[config.mk]
export PLATFORM = sky130hd
export DESIGN_NAME = mdoc_top
export DESIGN_NICKNAME = d
export VERILOG_FILES = /design/src/mdoc_top.v
export VERILOG_INCLUDE_DIRS = /design/src /design/src/src
export SDC_FILE = /design/constraint.sdc
export NUM_CORES = 1
export LEC_CHECK = 0
export ABC_AREA = 1
export BUFFER_PORTS_ARGS = -buffer_cell sky130_fd_sc_hd__buf_2
export CELL_PAD_IN_SITES_DETAIL_PLACEMENT = 0
export CELL_PAD_IN_SITES_GLOBAL_PLACEMENT = 1
export CORE_MARGIN = 2
export CORE_UTILIZATION = 47
export CTS_CLUSTER_DIAMETER = 150
export DETAILED_ROUTE_END_ITERATION = 16
export HOLD_SLACK_MARGIN = 0.02
export PLACE_DENSITY = 0.82
export SLEW_MARGIN = 20
export SYNTH_ARGS = -nofsm -noshare
export SYNTH_HDL_FRONTEND = slang
export SYNTH_SLANG_ARGS = --single-unit
[constraint.sdc]
create_clock -name clock -period 5.1 [get_ports clock]
set_clock_uncertainty 0.1 [all_clocks]
set_input_delay 1.02 -clock clock [delete_from_list [all_inputs] [get_ports clock]]
set_output_delay 1.02 -clock clock [all_outputs]
set_load 0.1 [all_outputs]
[src/mdoc_map.vh]
// register offsets, field layouts, codes and timing counts for mdoc
`ifndef MDOC_MAP_VH
`define MDOC_MAP_VH
// register word addresses (per output: base + 4 * output index)
`define MDOC_CFG0_ADDR 8'h00
`define MDOC_CMD0_ADDR 8'h01
`define MDOC_ONT0_ADDR 8'h02
`define MDOC_STAT0_ADDR 8'h03
`define MDOC_CFG1_ADDR 8'h04
`define MDOC_CMD1_ADDR 8'h05
`define MDOC_ONT1_ADDR 8'h06
`define MDOC_STAT1_ADDR 8'h07
`define MDOC_HOLD_ADDR 8'h08
// config fields
`define MDOC_CFG_CTRL_LO 0
`define MDOC_CFG_BEH_LO 2
`define MDOC_CFG_SRC_LO 4
`define MDOC_CFG_RESET 16'h0000
// control modes
`define MDOC_CTRL_EXT 2'h0
`define MDOC_CTRL_DMD 2'h1
`define MDOC_CTRL_ALM 2'h2
`define MDOC_CTRL_NRG 2'h3
// behaviour modes
`define MDOC_BEH_NORM 2'h0
`define MDOC_BEH_TIMED 2'h1
`define MDOC_BEH_HOLD 2'h2
// command codes written to the command register
`define MDOC_CMD_OFF 2'h0
`define MDOC_CMD_ON 2'h1
`define MDOC_CMD_RELEASE 2'h2
// timing
`define MDOC_ONTIME_MAX 14'h270f
`define MDOC_CLK_HZ 50000000
`define MDOC_SEC_CYCLES (`MDOC_CLK_HZ * 1)
`define MDOC_NRG_PULSE_CYCLES 16'h0001
`endif

[src/mdoc_top.v]
// two meter digital outputs with source select and behaviour modes
`timescale 1ns/1ps
// What this block does
// - two outputs, each with own control, behaviour and on-time settings
// - external mode follows remote on and off commands only
// - demand mode pulses at end of selected demand interval
// - alarm mode turns on when an associated alarm triggers
// - energy mode emits pulses per selected energy quantity
// - normal behaviour (external and alarm modes) stays on until explicit off command
// - timed behaviour stays on for programmed on-time then turns off
// - on-time in whole seconds, 0 to 9999
// - latched hold (external and alarm modes) turns on by energize, off only by release or a config write
// - latched hold state survives control power loss and is restored
`include "mdoc_map.vh"

module mdoc_top #(
    parameter SEC_CYCLES = `MDOC_SEC_CYCLES
) (
    input wire clock,
    input wire rst_n,
    input wire [7:0] addr,
    input wire [15:0] wdata,
    input wire wr_en,
    input wire rd_en,
    output reg [15:0] rdata,
    input wire [5:0] demand_end,
    input wire [15:0] alarm_trig,
    input wire [7:0] energy_pulse,
    input wire [1:0] hold_restore,
    input wire restore_valid,
    output reg [1:0] hold_state,
    output reg first_switch_output,
    output reg second_switch_output
);

// ----------------------------------------
// input synchronisers
// ----------------------------------------
reg [29:0] sync1_r;
reg [29:0] sync2_r;
reg rv1_r;
reg rv2_r;

always @(posedge clock) begin
    if (!rst_n) begin
        sync1_r <= 30'h0;
        sync2_r <= 30'h0;
        rv1_r <= 1'b0;
        rv2_r <= 1'b0;
    end else begin
        sync1_r <= {energy_pulse, alarm_trig, demand_end};
        sync2_r <= sync1_r;
        rv1_r <= restore_valid;
        rv2_r <= rv1_r;
    end
end

// ----------------------------------------
// edge detection
// ----------------------------------------
// starts low, the idle level of every input, so no false edge at reset
reg [29:0] prev_r;
wire [29:0] rise = sync2_r & ~prev_r;
wire [5:0] dmd_rise = rise[5:0];
wire [15:0] alm_rise = rise[21:6];
wire [7:0] nrg_rise = rise[29:22];

always @(posedge clock) begin
    if (!rst_n)
        prev_r <= 30'h0;
    else
        prev_r <= sync2_r;
end

// ----------------------------------------
// one-second tick
// ----------------------------------------
// free-running: the first second of a pulse may run short
reg [31:0] div_r;
reg tick_r;
always @(posedge clock) begin
    if (!rst_n) begin
        div_r <= 32'h0;
        tick_r <= 1'b0;
    end else if (div_r == SEC_CYCLES - 1) begin
        div_r <= 32'h0;
        tick_r <= 1'b1;
    end else begin
        div_r <= div_r + 32'h1;
        tick_r <= 1'b0;
    end
end

// ----------------------------------------
// retained hold state synchroniser
// ----------------------------------------
// the retained copy comes from an always-on store, not this clock
reg [1:0] hr1_r;
reg [1:0] hr2_r;
reg rv_prev_r;
wire restore_evt = rv2_r & ~rv_prev_r;

always @(posedge clock) begin
    if (!rst_n) begin
        hr1_r <= 2'h0;
        hr2_r <= 2'h0;
        rv_prev_r <= 1'b0;
    end else begin
        hr1_r <= hold_restore;
        hr2_r <= hr1_r;
        rv_prev_r <= rv2_r;
    end
end

// ----------------------------------------
// per-output state
// ----------------------------------------
wire [31:0] cfg_w;
wire [31:0] mask_w;
wire [27:0] ont_w;
wire [27:0] cnt_w;
wire [1:0] out_w;
wire [1:0] restored_w;

genvar g;
generate
    for (g = 0; g < 2; g = g + 1) begin : gen_out
        // second output sits one register group above the first
        localparam [7:0] BASE = (g == 0) ? 8'h00 : 8'h04;

        reg [15:0] cfg_r;
        reg [15:0] mask_r;
        reg [13:0] ontime_r;
        reg [13:0] cnt_r;
        reg out_r;
        reg restored_r;
        reg [13:0] cnt_nxt;
        reg out_nxt;
        reg [1:0] ctrl;
        reg [1:0] beh;
        reg [2:0] src;
        reg evt;
        reg timed;
        wire [1:0] cmd = wdata[1:0];
        wire [13:0] ont_clamp;

        // ------------------------------------
        // write decode
        // ------------------------------------
        wire cfg_hit = wr_en && (addr == (`MDOC_CFG0_ADDR + BASE));
        wire cmd_hit = wr_en && (addr == (`MDOC_CMD0_ADDR + BASE));
        wire ont_hit = wr_en && (addr == (`MDOC_ONT0_ADDR + BASE));
        wire mask_hit = wr_en && (addr == (`MDOC_STAT0_ADDR + BASE));
        // values whose low 14 bits lie above range clamp to the top second count
        assign ont_clamp = (wdata[13:0] > `MDOC_ONTIME_MAX) ?
            `MDOC_ONTIME_MAX : wdata[13:0];

        // ------------------------------------
        // event that turns the output on
        // ------------------------------------
        // mode fields are decoded live from the stored config
        always @* begin
            ctrl = cfg_r[`MDOC_CFG_CTRL_LO+1:`MDOC_CFG_CTRL_LO];
            beh = cfg_r[`MDOC_CFG_BEH_LO+1:`MDOC_CFG_BEH_LO];
            src = cfg_r[`MDOC_CFG_SRC_LO+2:`MDOC_CFG_SRC_LO];
            evt = 1'b0;
            case (ctrl)
                `MDOC_CTRL_EXT: evt = cmd_hit && cmd == `MDOC_CMD_ON;
                `MDOC_CTRL_DMD: begin
                    // only six demand systems; higher selects stay quiet
                    if (src < 3'h6)
                        evt = dmd_rise[src];
                end
                `MDOC_CTRL_ALM: evt = |(alm_rise & mask_r);
                `MDOC_CTRL_NRG: evt = nrg_rise[src];
                default: evt = 1'b0;
            endcase
            // demand and energy always pulse for the on-time
            timed = beh == `MDOC_BEH_TIMED || ctrl == `MDOC_CTRL_DMD ||
                ctrl == `MDOC_CTRL_NRG;
        end

        // ------------------------------------
        // next output level and pulse count
        // ------------------------------------
        always @* begin
            out_nxt = out_r;
            cnt_nxt = cnt_r;
            // a new configuration starts from a quiet output
            if (cfg_hit) begin
                out_nxt = 1'b0;
                cnt_nxt = 14'h0000;
            end
            if (restore_evt && beh == `MDOC_BEH_HOLD) begin
                out_nxt = hr2_r[g];
            end else if (timed) begin
                if (evt && ontime_r != 14'h0000) begin
                    out_nxt = 1'b1;
                    cnt_nxt = ontime_r;
                end else if (out_r && tick_r) begin
                    if (cnt_r == 14'h0001)
                        out_nxt = 1'b0;
                    cnt_nxt = cnt_r - 14'h0001;
                end
            end else if (beh == `MDOC_BEH_HOLD) begin
                if (evt)
                    out_nxt = 1'b1;
                else if (cmd_hit && cmd == `MDOC_CMD_RELEASE)
                    out_nxt = 1'b0;
            end else begin
                if (evt)
                    out_nxt = 1'b1;
                else if (cmd_hit && cmd == `MDOC_CMD_OFF)
                    out_nxt = 1'b0;
            end
        end

        // ------------------------------------
        // registers
        // ------------------------------------
        always @(posedge clock) begin
            if (!rst_n) begin
                cfg_r <= `MDOC_CFG_RESET;
                mask_r <= 16'h0000;
                ontime_r <= 14'h0000;
                cnt_r <= 14'h0000;
                out_r <= 1'b0;
                restored_r <= 1'b0;
            end else begin
                if (cfg_hit)
                    cfg_r <= {8'h00, wdata[7:0]};
                if (ont_hit)
                    ontime_r <= ont_clamp;
                if (mask_hit)
                    mask_r <= wdata;
                // sticky until reset, so software sees a restore happened
                if (restore_evt && beh == `MDOC_BEH_HOLD)
                    restored_r <= 1'b1;
                cnt_r <= cnt_nxt;
                out_r <= out_nxt;
            end
        end

        assign cfg_w[16*g +: 16] = cfg_r;
        assign mask_w[16*g +: 16] = mask_r;
        assign ont_w[14*g +: 14] = ontime_r;
        assign cnt_w[14*g +: 14] = cnt_r;
        assign out_w[g] = out_r;
        assign restored_w[g] = restored_r;
    end
endgenerate

// ----------------------------------------
// register reads
// ----------------------------------------
wire [15:0] stat0_w = {cnt_w[13:0], restored_w[0], out_w[0]};
wire [15:0] stat1_w = {cnt_w[27:14], restored_w[1], out_w[1]};

reg [15:0] rd_nxt;
always @* begin
    case (addr)
        `MDOC_CFG0_ADDR: rd_nxt = cfg_w[15:0];
        `MDOC_ONT0_ADDR: rd_nxt = {2'h0, ont_w[13:0]};
        `MDOC_STAT0_ADDR: rd_nxt = mask_w[15:0];
        `MDOC_CMD0_ADDR: rd_nxt = stat0_w;
        `MDOC_CFG1_ADDR: rd_nxt = cfg_w[31:16];
        `MDOC_ONT1_ADDR: rd_nxt = {2'h0, ont_w[27:14]};
        `MDOC_STAT1_ADDR: rd_nxt = mask_w[31:16];
        `MDOC_CMD1_ADDR: rd_nxt = stat1_w;
        `MDOC_HOLD_ADDR: rd_nxt = {14'h0, out_w};
        default: rd_nxt = 16'h0000;
    endcase
end

// read data stand for one cycle only, zero otherwise
always @(posedge clock) begin
    if (!rst_n)
        rdata <= 16'h0000;
    else
        rdata <= rd_en ? rd_nxt : 16'h0000;
end

// ----------------------------------------
// outputs
// ----------------------------------------
always @(posedge clock) begin
    if (!rst_n) begin
        hold_state <= 2'h0;
        first_switch_output <= 1'b0;
        second_switch_output <= 1'b0;
    end else begin
        // retained copy for the always-on store kept outside
        hold_state <= out_w;
        first_switch_output <= out_w[0];
        second_switch_output <= out_w[1];
    end
end

endmodule // mdoc_top

==> reports/qor.txt <==
Run status: finished clean
Global-route wire length before repair: 54400 um
Pwr per Cell Area: 332 nW/um2
Async set-or-reset flop fraction in the synthesized netlist: 0
Final hold violation count: 0
Yosys warnings: 0
Simple-Gate Fraction of Synth Area: 0.286
Die Span Y: 162 um
Worst Reg-to-Reg Cells: 13
H-tree levels: 1
Initial cell density of the core: 0.482
Max incr delay on CP: 0.51 ns
Comb pwr share: 0.035
CP Cell Sequence: buf_2 > nor2_4 > nand2_2 > nor2_4 > nand3_1 > inv_2 > nand2_1 > o21ai_0 > a21oi_1
Site Rows: 57
Die width: 162 um
Die area: 26400 um2
Final worst slack: 2.10 ns
Largest family of logic cells by synthesized area: simple AND/OR/NAND/NOR gates
Post-synth EDFFs: 0
Sequential-to-total area share from yosys stat: 0.435
Critical path capture point type: flop
Pre-CTS WS: 1.63 ns
CTS tree: done
Final TNS setup: 0 ns
CP Launch Type: primary input
Clk root buf: clkbuf_16
Slew Viols, Final: 0
Largest net degree at the start of global routing: 100
WL final: 34600 um
Post-synthesis register bit count: 256
Synth unique cells: 47
GRT overflow: 0
Number of global-route vias before repair: 9907
GR Util All Layers: 0.264
Mux contribution to synthesized area: 0
Clock power frac: 0.505
Ant diodes: 0
RD Place Congestion: 0.961
Buffer depth of the longest clock path: 3
Num CTS Buffers: 28
Share of post-route cells with drive strength above 1: 0.105
Slowest-stage cell, CP: nand3_1
Worst slew pin tran: 0.951 ns
Post-DR wirelength/cell: 16.4 um
RSZ-0062 raised after global routing: no
Endpoints failing setup: 0
Synth top area share: 0.435
Peak VDD IR: 0.266 mV
Post-layout min period: 3.00 ns
Num Clock Sinks: 256
Post-CTS Resized: 0
Int Power: 0.00349 W
1st-iter DRT viols: 1072
Total number of vias: 10896
Design Area, Final: 13400 um2
Sw frac: 0.218
Critical path class: primary input to flop
Crit path from: addr[7]
Compound-Gate Fraction of Synth Area: 0.142
Initial antenna violation count: 0
Drt pass-1 iters: 5
Setup Buffers After CTS: 0
Hpwl dp: 25500 um
Via/cell ratio: 5.17
DRC violations left: 0
Synth area leader: dfxtp_1
Adder-Cell Fraction of Synth Area: 0.00531
Hold crit path type: flop to flop
Sw Pwr: 0.000971 W
Nets: 1829
Syn_nets: 1769
Ys flop type: dfxtp_1
Cells after synthesis: 1703
Worst skew pair latency: 0.55 ns
Critical path's most frequent cell: nor2_4
Rel. slew slack: 0.362
Top post-synthesis cells by area: dfxtp_1 (43%), nand2_1 (11%), inv_1 (9.9%)
Placed inst area: 12400 um2
Core area: 24500 um2
Worst Path Max Fanout: 29
Max_cap viols: 0
PortBufs: 80
Leakage: 6.12 nW
XOR/XNOR Fraction of Synth Area: 0.00595
Tcrit/Tclk final: 0.588
Launching point of the worst reg2reg path: gen_out[1].cfg_r[4]$_SDFFE_PN0P_
Post-Syn Area: 11800 um2
Hold bufs inserted after CTS: 0
P&R area growth vs syn: 14.0%
I/O pins: 81
Max Clock Freq: 333 MHz
Critical path required time: 5.40 ns
Share of power burned in registers: 0.460
Hold_sp: sync1_r[23]$_SDFF_PN0_
Routed Antenna Nets: 0
Mean area per synthesized cell: 6.92 um2
Clock transition at path regs: 0.06 ns
Hold depth: 2
Arr. time, crit path: 3.30 ns
[Yosys cell counts (12+ instances only)]
master	n
a211oi_1	12
a21oi_1	117
buf_2	15
clkbuf_1	35
dfxtp_1	256
inv_1	311
nand2_1	357
nand3_1	128
nand4_1	26
nor2_1	158
nor3_1	28
o21ai_0	98
o21ai_1	17
o22ai_1	13
[sequential cells by signal, indices dropped and copies added (netlist names)]
| signal | cells |
|---|---|
| rv_prev_r | 1 |
| prev_r | 30 |
| rdata | 16 |
| hr1_r | 2 |
| gen_out.restored_r | 2 |
| gen_out.out_r | 2 |
| sync1_r | 30 |
| hr2_r | 2 |
| tick_r | 1 |
| gen_out.ontime_r | 28 |
| gen_out.cfg_r | 16 |
| sync2_r | 30 |
| rv2_r | 1 |
| gen_out.cnt_r | 28 |
| rv1_r | 1 |
| div_r | 32 |
| hold_state | 2 |
| gen_out.mask_r | 32 |
[power by group through the flow]
stage          combinational, W  clock (W)  sequential [W]
5_1_grt                0.000177    0.00238         0.00206
4_1_cts                0.000155    0.00228         0.00205
3_3_place_gp           0.000153          0         0.00210
2_1_floorplan         0.0000926          0         0.00209
3_5_place_dp           0.000154          0         0.00210
6_report               0.000155    0.00225         0.00205
[per-layer routing]
layer  vias to the layer above  global-route usage  share of wire
met1                      4918               0.379           0.47
met5                         -                   0              0
met2                       350               0.403           0.43
met3                        73              0.0387          0.060
met4                         0              0.0961          0.037
li1                       5555                   -              -
[placed cells by master, fill, tap and decap left out, types with 4 or more instances in the layout]
master / synthesis / routed
clkbuf_8: 0 / 4
nor4_1: 11 / 11
ha_1: 5 / 5
buf_2: 15 / 79
o22ai_1: 13 / 13
nor2_4: 7 / 7
a211oi_1: 12 / 12
nor3_1: 28 / 28
inv_1: 311 / 311
a21oi_1: 117 / 117
bufinv_16: 0 / 6
a31oi_1: 11 / 11
or2_2: 5 / 5
clkinv_2: 0 / 4
nand3_1: 128 / 128
dfxtp_1: 256 / 256
nor2_2: 6 / 6
nand2_2: 7 / 8
o21ai_1: 17 / 17
o21ai_0: 98 / 98
nor3b_1: 8 / 8
o31ai_1: 4 / 4
inv_2: 6 / 6
clkbuf_16: 0 / 29
nor3_2: 5 / 5
a221oi_1: 8 / 8
nand4_1: 26 / 26
buf_4: 4 / 13
xor2_1: 6 / 6
nor2_1: 158 / 158
nand2_1: 357 / 356
a22oi_1: 6 / 6
[area by class of cell]
type,count,area (um2)
Clock inverter,16,249
Inverter,317,1190
Clock buffer,36,792
Timing Repair Buffer,92,493
Fill cell,2460,11000
Multi-Input combinational cell,1068,5170
Sequential cell,256,5120
Tap cell,324,405
[final timing paths]
| path | slack, ns | endpoint |
|---|---|---|
| min | 0.31 | sync2_r[23]$_SDFF_PN0_ |
| min reg2reg | 0.31 | sync2_r[23]$_SDFF_PN0_ |
| max reg2reg | 2.24 | gen_out[1].cnt_r[2]$_SDFF_PN0_ |
| max | 2.10 | gen_out[1].mask_r[1]$_SDFFE_PN0P_ |
[metrics by stage]
step	utilization	hold slack, ns	std cells	power [W]
after global placement	0.506	0.294	2057	0.00225
after global routing	0.549	0.327	2109	0.00461
after detailed placement	0.506	0.295	2057	0.00225
after CTS	0.549	0.306	2109	0.00449
after floorplan	-	0.290	1703	0.00218
final	0.549	0.306	2109	0.00446
[critical path, delay by kind of cell]
kind | cells | cell delay (ns)
buffers and inverters | 2 | 0.41
AOI/OAI and AO/OA | 2 | 0.42
and+or+nand+nor | 5 | 1.45
[cells by family (layout without fill, tap and decap cells)]
group	after synthesis	after routing
XOR/XNOR	8	8
flip-flops	256	256
AO/OA/AOI/OAI	301	301
AND/OR/NAND/NOR	754	754
buffers and inverters	379	461
adder cells (fa/ha/maj)	5	5
Note: power is estimated with default switching activity, not from simulation.
